==> config.mk <==
export PLATFORM = sky130hd
export DESIGN_NAME = pvp_voice_port
export DESIGN_NICKNAME = d
export VERILOG_FILES = /design/src/rtl/pvp_pkg.sv /design/src/rtl/pvp_voice_port.sv
export SDC_FILE = /design/constraint.sdc
export NUM_CORES = 1
export LEC_CHECK = 0
export BUFFER_PORTS_ARGS = -buffer_cell sky130_fd_sc_hd__buf_2
export CORE_ASPECT_RATIO = 1.2
export CORE_UTILIZATION = 44
export DETAILED_ROUTE_END_ITERATION = 10
export GPL_ROUTABILITY_DRIVEN = 0
export PLACE_DENSITY = 0.66
export SLEW_MARGIN = 30
export SYNTH_ARGS = -nofsm -noshare
export SYNTH_HDL_FRONTEND = slang
export SYNTH_SLANG_ARGS = --single-unit
==> constraint.sdc <==
create_clock -name clk -period 15.9 [get_ports clk]
set_input_delay 3.18 -clock clk [delete_from_list [all_inputs] [get_ports clk]]
set_output_delay 3.18 -clock clk [all_outputs]
set_load 0.02 [all_outputs]
==> src/rtl/pvp_pkg.sv <==
// shared layouts, offsets and constants for the voice sample port
package pvp_pkg;

  // ---------------------------------------------------------------
  // register layouts
  // ---------------------------------------------------------------
  typedef struct packed {
    logic [2:0] rsvdTop;
    logic [1:0] sampleFormat;
    logic [3:0] activeSlot;
    logic [1:0] masterClkRate;
    logic [4:0] rsvdMid;
    logic [2:0] rsvdLow;
    logic       longLengthSync;
    logic       highSpeedSourceSelect;
    logic       mute;
    logic       telecomInterfaceMode;
    logic       syncSuppress;
    logic       releaseEdgeSelect;
    logic       outputReleaseEnable;
    logic       lsbFirst;
    logic       signExtend;
    logic       rsvdBit3;
    logic       shortSync;
    logic       slaveMode;
    logic       rsvdBit0;
  } pvp_cfg_t;

  typedef struct packed {
    logic [7:0]  syncLimit;
    logic [7:0]  synthIncrement;
    logic [2:0]  rsvd;
    logic [12:0] synthTerminalCount;
  } pvp_jit_t;

  typedef struct packed {
    logic [12:0] rsvd;
    logic [2:0]  audioGain;
    logic [15:0] txSample;
  } pvp_tx_t;

  typedef struct packed {
    logic [15:0] frameCount;
    logic [15:0] rxSample;
  } pvp_rx_t;

  typedef struct packed {
    logic clkOut;
    logic clkOe;
    logic syncOut;
    logic syncOe;
    logic dataOut;
    logic dataOe;
  } pvp_pins_t;

  // ---------------------------------------------------------------
  // offsets, reset values, write masks
  // ---------------------------------------------------------------
  localparam logic [7:0]  OFS_CFG   = 8'h00;
  localparam logic [7:0]  OFS_JIT   = 8'h04;
  localparam logic [7:0]  OFS_TX    = 8'h08;
  localparam logic [7:0]  OFS_RX    = 8'h0c;
  localparam logic [31:0] CFG_RESET = 32'h00800000;
  localparam logic [31:0] CFG_WMASK = 32'h1fe01ff6;
  localparam logic [31:0] JIT_RESET = 32'h08080177;
  localparam logic [31:0] JIT_WMASK = 32'hffff1fff;
  localparam logic [31:0] TX_RESET  = 32'h00000000;
  localparam logic [31:0] TX_WMASK  = 32'h0007ffff;

  // ---------------------------------------------------------------
  // encodings and timing
  // ---------------------------------------------------------------
  localparam logic [1:0] FMT_13        = 2'h0;
  localparam logic [1:0] FMT_16        = 2'h1;
  localparam logic [1:0] FMT_8_IN_16   = 2'h2;
  localparam logic [1:0] FMT_8_IN_8    = 2'h3;
  localparam logic [1:0] RATE_SEL_256K = 2'h0;
  localparam logic [1:0] RATE_SEL_128K = 2'h1;
  localparam logic [1:0] RATE_SEL_512K = 2'h2;

  localparam int SYS_CLK_HZ   = 10_000_000;
  localparam int SYS_CLK_MHZ  = 10;
  localparam int DDS_REF_MHZ  = 24;
  localparam int RATE_128K_HZ = 128_000;
  localparam int RATE_256K_HZ = 256_000;
  localparam int RATE_512K_HZ = 512_000;
  localparam int FRAME_HZ     = 8_000;

  localparam logic [5:0]  HALF_128K_LAST  = 6'(SYS_CLK_HZ / (2 * RATE_128K_HZ) - 1);
  localparam logic [5:0]  HALF_256K_LAST  = 6'(SYS_CLK_HZ / (2 * RATE_256K_HZ) - 1);
  localparam logic [5:0]  HALF_512K_LAST  = 6'(SYS_CLK_HZ / (2 * RATE_512K_HZ) - 1);
  localparam logic [10:0] FRAME_128K_LAST = 11'(RATE_128K_HZ / FRAME_HZ - 1);
  localparam logic [10:0] FRAME_256K_LAST = 11'(RATE_256K_HZ / FRAME_HZ - 1);
  localparam logic [10:0] FRAME_512K_LAST = 11'(RATE_512K_HZ / FRAME_HZ - 1);
  localparam logic [17:0] DDS_RATE_MUL    = 18'(2 * DDS_REF_MHZ);
  localparam logic [17:0] DDS_LIMIT_MUL   = 18'(SYS_CLK_MHZ);

  localparam logic [10:0] SLOT_8       = 11'h008;
  localparam logic [10:0] SLOT_16      = 11'h010;
  localparam logic [10:0] SYNC_LEN_8   = 11'h008;
  localparam logic [10:0] SYNC_LEN_16  = 11'h010;
  localparam logic [10:0] BIT_IDX_IDLE = 11'h7ff;

endpackage

==> src/rtl/pvp_voice_port.sv <==
// serial voice sample port with apb configuration registers
`timescale 1ns/1ns
// Summary of operation
// - slave bit 0: we make clock, sync
// - long sync rises, short sync falls, at start
// - pad low bits or sign-extend into slot
// - 13-bit padding carries gain; 8-bit pads zero
// - bit order msb first or lsb first
// - release data out after active slot
// - release on falling or after rising edge
// - suppress sync output, bit clock keeps running
// - mute drives every data bit zero
// - source bit picks divider or synthesizer
// - long sync width eight or sixteen clocks
// - width choice only long sync, high-speed
// - rate field picks 128, 256, 512 kHz
// - slot field inert; first slot active
// - format field picks sample and slot size
// - config word resets to 0x00800000
// - terminal count bounds synthesizer accumulator
// - increment added by synthesizer each step
// - sync limit divides bit clock to frame
// - bit clock is rate over limit times 24MHz
// - frame rate is bit clock over limit times 8
module pvp_voice_port (
  input  wire logic              clk,
  input  wire logic              nrst,
  input  wire logic [7:0]        paddr,
  input  wire logic              psel,
  input  wire logic              penable,
  input  wire logic              pwrite,
  input  wire logic [31:0]       pwdata,
  output logic      [31:0]       prdata,
  output logic                   pready,
  output logic                   pslverr,
  input  wire logic              pcmClkIn,
  input  wire logic              pcmSyncIn,
  input  wire logic              pcmDataIn,
  output pvp_pkg::pvp_pins_t     pcmPins
);

  pvp_pkg::pvp_cfg_t cfg;
  pvp_pkg::pvp_jit_t jit;
  pvp_pkg::pvp_tx_t  txReg;
  pvp_pkg::pvp_rx_t  rxReg;
  logic        clkS1, clkS2, clkS3;
  logic        syncS1, syncS2, dataS1, dataS2;
  logic        master, bclk, toggleNow, riseTick, fallTick;
  logic        clkOe, syncOut, syncOe, dataOut, dataOe;
  logic [5:0]  divCnt, halfLast;
  logic [17:0] ddsAcc, ddsSum, ddsLim;
  logic        ddsWrap;
  logic [10:0] bitIdx, nextIdx, frameLast, slotLen, syncWidth, hsFrameLen;
  logic        syncPrev, frameStartDet, short8, txBit;
  logic [15:0] txWord, rxShift, rxShifted, rxFinal;
  logic [31:0] readData;
  logic        addrHit, setupPhase, accessDone;

  // ---------------------------------------------------------------
  // helpers
  // ---------------------------------------------------------------
  function automatic logic [3:0] bitPos(input logic [10:0] idx, input logic lsb,
                                        input logic eightSlot);
    if (lsb)
      bitPos = idx[3:0];
    else if (eightSlot)
      bitPos = {1'b0, 3'h7 - idx[2:0]};
    else
      bitPos = 4'hf - idx[3:0];
  endfunction

  // ---------------------------------------------------------------
  // apb slave
  // ---------------------------------------------------------------
  assign setupPhase = psel & ~penable;
  assign accessDone = psel & penable & pready;
  assign addrHit    = (paddr[1:0] == 2'h0) && (paddr[7:4] == 4'h0);

  always_comb
  begin
    readData = 32'h00000000;
    case (paddr)
      pvp_pkg::OFS_CFG: readData = cfg;
      pvp_pkg::OFS_JIT: readData = jit;
      pvp_pkg::OFS_TX:  readData = txReg;
      pvp_pkg::OFS_RX:  readData = rxReg;
      default:          readData = 32'h00000000;
    endcase
  end

  always_ff @(posedge clk or negedge nrst)
  begin
    if (!nrst)
    begin
      pready  <= 1'b0;
      pslverr <= 1'b0;
      prdata  <= 32'h00000000;
    end
    else if (setupPhase)
    begin
      pready  <= 1'b1;
      pslverr <= ~addrHit;
      prdata  <= addrHit ? readData : 32'h00000000;
    end
    else
    begin
      pready  <= 1'b0;
      pslverr <= 1'b0;
    end
  end

  always_ff @(posedge clk or negedge nrst)
  begin
    if (!nrst)
    begin
      cfg   <= pvp_pkg::CFG_RESET;
      jit   <= pvp_pkg::JIT_RESET;
      txReg <= pvp_pkg::TX_RESET;
    end
    else if (accessDone && pwrite && addrHit)
    begin
      case (paddr)
        pvp_pkg::OFS_CFG: cfg   <= pwdata & pvp_pkg::CFG_WMASK;
        pvp_pkg::OFS_JIT: jit   <= pwdata & pvp_pkg::JIT_WMASK;
        pvp_pkg::OFS_TX:  txReg <= pwdata & pvp_pkg::TX_WMASK;
        default:          txReg <= txReg;
      endcase
    end
  end

  // ---------------------------------------------------------------
  // pin synchronisers
  // ---------------------------------------------------------------
  always_ff @(posedge clk or negedge nrst)
  begin
    if (!nrst)
    begin
      {clkS1, clkS2, clkS3}  <= 3'h0;
      {syncS1, syncS2}       <= 2'h0;
      {dataS1, dataS2}       <= 2'h0;
    end
    else
    begin
      clkS1  <= pcmClkIn;
      clkS2  <= clkS1;
      clkS3  <= clkS2;
      syncS1 <= pcmSyncIn;
      syncS2 <= syncS1;
      dataS1 <= pcmDataIn;
      dataS2 <= dataS1;
    end
  end

  // ---------------------------------------------------------------
  // bit clock generation
  // ---------------------------------------------------------------
  // master when slave bit clear
  assign master = ~cfg.slaveMode;

  always_comb
  begin
    case (cfg.masterClkRate)
      pvp_pkg::RATE_SEL_128K: halfLast = pvp_pkg::HALF_128K_LAST;
      pvp_pkg::RATE_SEL_512K: halfLast = pvp_pkg::HALF_512K_LAST;
      default:                halfLast = pvp_pkg::HALF_256K_LAST;
    endcase
  end

  assign ddsSum  = ddsAcc + 18'(jit.synthIncrement) * pvp_pkg::DDS_RATE_MUL;
  assign ddsLim  = 18'(jit.synthTerminalCount) * pvp_pkg::DDS_LIMIT_MUL;
  // toggle rate from rate over limit
  assign ddsWrap = (ddsLim != 18'h00000) && (ddsSum >= ddsLim);

  assign toggleNow = master & (cfg.highSpeedSourceSelect ? ddsWrap : (divCnt >= halfLast));

  always_ff @(posedge clk or negedge nrst)
  begin
    if (!nrst)
    begin
      divCnt <= 6'h00;
      ddsAcc <= 18'h00000;
      bclk   <= 1'b0;
    end
    else
    begin
      bclk <= bclk ^ toggleNow;
      if (!master || ddsLim == 18'h00000)
        ddsAcc <= 18'h00000;
      else if (cfg.highSpeedSourceSelect)
        ddsAcc <= ddsWrap ? ddsSum - ddsLim : ddsSum;
      if (!master || cfg.highSpeedSourceSelect || divCnt >= halfLast)
        divCnt <= 6'h00;
      else
        divCnt <= divCnt + 6'h01;
    end
  end

  assign riseTick = master ? (toggleNow & ~bclk) : (clkS2 & ~clkS3);
  assign fallTick = master ? (toggleNow & bclk) : (~clkS2 & clkS3);

  // ---------------------------------------------------------------
  // framing
  // ---------------------------------------------------------------
  // slot size from format
  assign short8 = (cfg.sampleFormat == pvp_pkg::FMT_8_IN_8);
  assign slotLen = short8 ? pvp_pkg::SLOT_8 : pvp_pkg::SLOT_16;
  // width choice only long and high-speed
  assign syncWidth = (cfg.highSpeedSourceSelect && cfg.longLengthSync && !cfg.shortSync)
                   ? pvp_pkg::SYNC_LEN_16 : pvp_pkg::SYNC_LEN_8;
  // frame is sync limit times 8 clocks
  assign hsFrameLen = {(jit.syncLimit == 8'h00) ? 8'h01 : jit.syncLimit, 3'h0};

  always_comb
  begin
    if (cfg.highSpeedSourceSelect)
      frameLast = hsFrameLen - 11'h001;
    else
    begin
      case (cfg.masterClkRate)
        pvp_pkg::RATE_SEL_128K: frameLast = pvp_pkg::FRAME_128K_LAST;
        pvp_pkg::RATE_SEL_512K: frameLast = pvp_pkg::FRAME_512K_LAST;
        default:                frameLast = pvp_pkg::FRAME_256K_LAST;
      endcase
    end
  end

  assign frameStartDet = cfg.shortSync ? (syncPrev & ~syncS2) : (~syncPrev & syncS2);

  always_comb
  begin
    if (master)
      nextIdx = (bitIdx >= frameLast) ? 11'h000 : bitIdx + 11'h001;
    else if (frameStartDet)
      nextIdx = 11'h000;
    else
      nextIdx = (bitIdx == pvp_pkg::BIT_IDX_IDLE) ? bitIdx : bitIdx + 11'h001;
  end

  always_ff @(posedge clk or negedge nrst)
  begin
    if (!nrst)
    begin
      bitIdx   <= pvp_pkg::BIT_IDX_IDLE;
      syncPrev <= 1'b0;
    end
    else if (riseTick)
    begin
      bitIdx   <= nextIdx;
      syncPrev <= syncS2;
    end
  end

  always_ff @(posedge clk or negedge nrst)
  begin
    if (!nrst)
    begin
      syncOut <= 1'b0;
      syncOe  <= 1'b0;
      clkOe   <= 1'b0;
    end
    else
    begin
      syncOe <= master;
      clkOe  <= master;
      if (!master || cfg.syncSuppress)
        syncOut <= 1'b0;
      else if (riseTick)
        syncOut <= cfg.shortSync ? (nextIdx == frameLast) : (nextIdx < syncWidth);
    end
  end

  // ---------------------------------------------------------------
  // transmit
  // ---------------------------------------------------------------
  // padding or sign extension
  always_comb
  begin
    case (cfg.sampleFormat)
      pvp_pkg::FMT_13:
        txWord = cfg.signExtend ? {{3{txReg.txSample[12]}}, txReg.txSample[12:0]}
                                : {txReg.txSample[12:0], txReg.audioGain};
      pvp_pkg::FMT_16:
        txWord = txReg.txSample;
      pvp_pkg::FMT_8_IN_16:
        txWord = cfg.signExtend ? {{8{txReg.txSample[7]}}, txReg.txSample[7:0]}
                                : {txReg.txSample[7:0], 8'h00};
      default:
        txWord = {8'h00, txReg.txSample[7:0]};
    endcase
  end

  assign txBit = (nextIdx < slotLen) ? txWord[bitPos(nextIdx, cfg.lsbFirst, short8)] : 1'b0;

  always_ff @(posedge clk or negedge nrst)
  begin
    if (!nrst)
      dataOut <= 1'b0;
    else if (cfg.mute)
      dataOut <= 1'b0;
    else if (riseTick)
      dataOut <= txBit;
  end

  always_ff @(posedge clk or negedge nrst)
  begin
    if (!nrst)
      dataOe <= 1'b0;
    else if (!cfg.outputReleaseEnable)
      dataOe <= 1'b1;
    else if (riseTick)
    begin
      if (nextIdx == 11'h000)
        dataOe <= 1'b1;
      else if (cfg.releaseEdgeSelect && nextIdx == slotLen)
        dataOe <= 1'b0;
    end
    else if (fallTick && !cfg.releaseEdgeSelect && bitIdx == slotLen - 11'h001)
      dataOe <= 1'b0;
    else if (bitIdx > slotLen)
      dataOe <= 1'b0;
  end

  assign pcmPins = {bclk, clkOe, syncOut, syncOe, dataOut, dataOe};

  // ---------------------------------------------------------------
  // receive
  // ---------------------------------------------------------------
  // receive bit order
  assign rxShifted = cfg.lsbFirst ? {dataS2, rxShift[15:1]} : {rxShift[14:0], dataS2};
  assign rxFinal   = !short8 ? rxShifted
                   : (cfg.lsbFirst ? {8'h00, rxShifted[15:8]} : {8'h00, rxShifted[7:0]});

  always_ff @(posedge clk or negedge nrst)
  begin
    if (!nrst)
    begin
      rxShift <= 16'h0000;
      rxReg   <= 32'h00000000;
    end
    else if (fallTick && bitIdx < slotLen)
    begin
      rxShift <= rxShifted;
      if (bitIdx == slotLen - 11'h001)
      begin
        rxReg.rxSample   <= rxFinal;
        rxReg.frameCount <= rxReg.frameCount + 16'h0001;
      end
    end
  end
endmodule

Word level (Yosys, flattened, before mapping)
Cells that the tools add are included.

Add/sub/neg operators: 9. Multipliers: 2. $lt $le $gt $ge: 8. Equality and inequality tests: 14. Mux-type cells: 44. Bitwise gates (word level): 19. Reductions and logical operators: 32.

Operators with widths (number): case mux 32 bit (4 select lines) (1); two-way mux 11 bit (5); two-way mux 18 bit (3); case mux 16 bit (3 select lines) (1); less-than comparator 11 x 5 -> 1 bit (3); two-way mux 16 bit (2); two-way mux 32 bit (1); two-way mux 15 bit (2); case mux 6 bit (2 select lines) (2); == test 11 bit (2); two-way mux 1 bit (19); adder 18 x 14 -> 18 bit (1); greater-or-equal comparator 18 x 17 -> 1 bit (1); zero test 18 bit (1); nonzero test 18 bit (1); subtractor 18 x 17 -> 18 bit (1); adder 16 x 1 -> 16 bit, second input constant (1); == test 8 x 4 -> 1 bit, second input constant (2); zero test 8 bit (2); multiplier 13 x 3 -> 16 bit, second input constant (1); two-way mux 8 bit (2); adder 11 x 1 -> 11 bit, second input constant (1); == test 11 bit, second input constant (1); == test 11 x 5 -> 1 bit (1); 30 further kinds (71).

Register bits: 197. Input port bits: 48. Output and inout port bits: 40.

Logic depth before layout (Yosys ltp)
Word-level depth: 15. Gate-level depth with buffers: 39. Gate-level depth less buffers: 38.

Worst setup path before layout
OpenSTA, ideal clock, no wires.

Path kind: register to register. From: register jit[17] in the netlist's numbering. To: register rxReg[29] in the netlist's numbering. Arrival time: 6128 ps. Path slack: 9649 ps. Stages on the path, launching flop included: 36. Clock period less this slack: 6251 ps. Cell sequence: dfrtp_1 ha_1 a21o_1 a21oi_1 o21bai_1 a21oi_1 nor2b_1 nor2_1 nor2_1 nor2_1 xnor2_1 ha_1 and3_1 a31oi_1 nor2b_1 o21bai_1 nand2_1 xnor2_1 ha_1 nand4_1 nor4_1 o21ai_1 a21oi_4 buf_2 nor2_1 a211oi_1 ha_1 a22o_1 nand3_1 nor3_2 nand3_1 nor2_1 and3_1 and2_1 nand4_1 xnor2_1.

Word-level cells in the longest chain between the ends: 10.

RTL lines: from (decl) (RTL line pvp_voice_port.sv:43) `pvp_pkg::pvp_jit_t jit;`; from (signal assigned) (RTL line pvp_voice_port.sv:117) `jit <= pvp_pkg::JIT_RESET;`; from (signal assigned) (RTL line pvp_voice_port.sv:124) `pvp_pkg::OFS_JIT: jit <= pwdata & pvp_pkg::JIT_WMASK;`; multiplier 8 x 2 -> 10 bit (RTL line pvp_voice_port.sv:169) `assign ddsSum = ddsAcc + 18'(jit.synthIncrement) * pvp_pkg::DDS_RATE_MUL;`; adder 18 x 14 -> 18 bit (RTL line pvp_voice_port.sv:169); greater-or-equal comparator 18 x 17 -> 1 bit (RTL line pvp_voice_port.sv:172) `assign ddsWrap = (ddsLim != 18'h00000) && (ddsSum >= ddsLim);`; logical AND 1 bit (RTL line pvp_voice_port.sv:172); two-way mux 1 bit (RTL line pvp_voice_port.sv:174) `assign toggleNow = master & (cfg.highSpeedSourceSelect ? ddsWrap : (divCnt >= halfLast));`; bitwise AND 1 bit (RTL line pvp_voice_port.sv:174); bitwise AND 1 bit (RTL line pvp_voice_port.sv:199) `assign fallTick = master ? (toggleNow & bclk) : (~clkS2 & clkS3);`; two-way mux 1 bit (RTL line pvp_voice_port.sv:199); logical AND 1 bit (RTL line pvp_voice_port.sv:340) `else if (fallTick && bitIdx < slotLen)`; AND reduction 2 bit (no line); to (decl) (RTL line pvp_voice_port.sv:45) `pvp_pkg::pvp_rx_t rxReg;`.

No other way between the ends. A chain may end at the register's enable or synchronous reset.

Worst setup path in the final report
Same ends and word-level chain as after synthesis.

==> results.md <==
- Mapped Area: roughly 13000 um^2
- Number of port buffers: 87
- Critical path type: reg -> reg
- Syn_nets: around 1500
- CP Max Fanout: 34
- Worst Hold Path EP: dataS2$_DFF_PN0_
- Global-route wire length before repair: 53.5 mm
- Worst Hold Path Cells: 0
- Worst skew pair latency: roughly 450 ps
- Clock Skew: approximately 13 ps
- Drt total wl: ~34 mm
- Post-route minimum period: just under 8000 ps
- Crit path launch type: register
- Worst hold margin: approximately 350 ps
- Vias post-DR: between 10000 and 15000
- Slew Limit Fails: 0
- Critical R2R Launch: jit[17]$_DFFE_PN0P_
- R2R Setup Slk: 8110 ps
- Post-synthesis register bit count: just under 200
- DRT iter0 DRCs: 667
- R2r endpoint: rxReg[29]$_DFFE_PN0P_
- Post-CTS sizing: 0
- Num ports: ~90
- Worst hold path class: reg -> reg
- Unique cell type count in the Yosys netlist: between 70 and 80
- Post-CTS Setup Inserts: 0
- Maxcap violations: 0
- Final Hold Fails: 0
- Reg clk slew, reported paths: 80 ps
- Antenna violations before repair: 0
- Vias in the first global route: between 9000 and 10000
- Routed WL per cell: between 15 and 20 um
- Largest net degree at the start of global routing: around 80
- Ys flop type: dfrtp_1
- CTS tree: yes
- CP max-delay cell: nor3_2
- Worst-case reg-to-reg path depth: 35
- Slew HR: 0.416
- FMAX: between 100 and 150 MHz
- Antenna diodes: 0
- Async SR Flop Fraction: 1.00
- Final setup violating endpoints: 0
- Layout area overhead: 9.85%
- Initial core utilization: 0.446
- Max incr delay on CP: between 500 and 600 ps
- CTS H-tree depth: 4
- Yosys top cell by area: dfrtp_1
- Setup Total Neg Slack: 0 ps
- Post-DP HPWL: about 25 mm
- DRC: 0
- Crit-path most repeated cell: nor2_1
- Clock root buffer: clkbuf_16
- GRT Residual Overflow: 0
- Seq/Total Area, Yosys: 0.384
- EDFF count, synth: 0
- Synth warn: 0
- Rows: 68
- CTS Buf Count: 17
- Top post-synthesis cells by area: dfrtp_1 (34%), ha_1 (8.5%), mux2_2 (7.6%), mux2i_1 (4.4%), nand2_1 (4.4%)
- Power per cell area: slightly above 90 nW/um^2
- Core area: ~29000 um^2
- Status: completed
- Post-DRT Antenna Nets: 0
- Fin nets: 1539
- Fillcell total: roughly 2700
- Arrival @ worst endpoint: 8130 ps
- Syn_area_per_cell: 9.43 um^2
- Top-area cell type share of the netlist area: 0.341
- Height of the die: ~190 um
- Pleak: between 6 and 7 nW
- RSZ-0062 raised after global routing: false
- Worst Hold Launch: dataS1$_DFF_PN0_
- Worst Path Required: 16240 ps
- Pre-antenna DRT Iters: 7
- Layout cells sized above 1: 0.183
- Total track usage: 0.233
- Slew @ Worst Pin: 876 ps
- Deepest clock path buffer count: 2
- Die width: roughly 160 um
- Period Utilization, post-route: 0.490
- Hold_buf cts: 0
- CTS sink cnt: between 150 and 200
- VDD IR max: just under 70 uV
- Mapped Cells: 1360
- Via density: 5.66
- Die area: between 20000 and 30000 um^2
- Nature of the critical path endpoint: register
-- worst max-delay path: cells and delay by family, from the launching register on --
kind            cells  cell delay, ps
simple gates       16            2990
compound gates     12            2680
fa+ha+maj           4            1180
flops               1             430
xor+xnor            3             370
-- layer usage --
layer  track usage  up-vias  routed length (um)
met5             0        -                   0
met4        0.0967        0                1090
met3        0.0256       58                 809
met2         0.399      188               16900
met1         0.296     4990               14700
li1              -     4940                   -
-- logic make-up (layout without fill, tap and decap cells) --
| family | count (synthesis) | after routing | share of synthesized area |
|---|---|---|---|
| AOI/OAI and AO/OA | 303 | 303 | 0.151 |
| and+or+nand+nor | 423 | 423 | 0.160 |
| DFF | 196 | 196 | 0.384 |
| xor gates and xnor gates | 68 | 68 | 0.0464 |
| muxes | 144 | 144 | 0.121 |
| buffers and inverters | 135 | 188 | 0.0455 |
| adders and majority gates | 91 | 91 | 0.0911 |
-- per-stage QoR --
| stage | power (mW) | setup slack [ps] | util | std cells | area (um^2) |
|---|---|---|---|---|---|
| final | 1.28 | 8110 | 0.490 | 1798 | 14100 |
| after global routing | 1.35 | 7360 | 0.490 | 1798 | 14100 |
| after CTS | 1.29 | 8110 | 0.490 | 1798 | 14100 |
| after detailed placement | 0.841 | 8140 | 0.469 | 1766 | 13500 |
| after global placement | 0.832 | 7970 | 0.468 | 1765 | 13500 |
| after floorplan | 0.780 | 9650 | - | 1360 | 12800 |
-- sequential cells by signal, indices dropped and copies added, names as in the netlist, 6 cells and up --
register / cells
bitIdx: 11
rxShift: 16
rxReg: 32
txReg: 19
cfg: 19
prdata: 32
jit: 29
divCnt: 6
ddsAcc: 17
-- Yosys cell counts, drive strengths merged (6+ instances only) --
cell / instances
nor3b: 16
o21ai: 111
xnor2: 44
nand3b: 9
nand4: 12
dfrtp: 175
nor3: 21
o31ai: 12
a222oi: 11
and3: 11
nand3: 36
clkbuf: 49
mux2: 87
o211ai: 7
ha: 87
inv: 56
nor2b: 16
o21a: 10
a21o: 17
a211oi: 20
nor4: 6
xor2: 24
nand2: 150
nand2b: 9
a31oi: 10
a21oi: 60
or3: 9
dfstp: 21
and2: 9
buf: 28
mux2i: 57
nor2: 99
-- placed cells by master (no fill, tap or decap), types with 44 or more instances in the layout --
cell type / count
buf_2: 86
ha_1: 87
nor2_1: 99
a21oi_1: 59
nand2_1: 149
mux2_2: 86
inv_1: 55
o21ai_0: 107
dfrtp_1: 174
xnor2_1: 44
mux2i_1: 57
-- worst max path at each step --
stage,start,to,slack [ps]
finish,jit[17]$_DFFE_PN0P_,rxReg[29]$_DFFE_PN0P_,8110
global route,jit[18]$_DFFE_PN0P_,rxReg[29]$_DFFE_PN0P_,7360
CTS,jit[17]$_DFFE_PN0P_,rxReg[29]$_DFFE_PN0P_,8110
detailed placement,jit[17]$_DFFE_PN0P_,rxReg[29]$_DFFE_PN0P_,8140
global placement,jit[17]$_DFFE_PN0P_,rxReg[29]$_DFFE_PN0P_,7970
floorplan,jit[17]$_DFFE_PN0P_,rxReg[29]$_DFFE_PN0P_,9650
-- report_power, final --
part	switching, mW	internal (mW)
clock network	0.218	0.230
logic	0.170	0.107
registers	0.0271	0.526
-- area by class of cell --
class,instances,area [um^2],share of cell area
Tap cell,385,482,0.0342
Clock inverter,13,160,0.0114
Clock buffer,19,443,0.0314
Multi-Input combinational cell,1029,7320,0.520
Timing Repair Buffer,98,534,0.0379
Inverter,58,218,0.0155
Sequential cell,196,4930,0.350
Power figures use the tool's default switching activity.
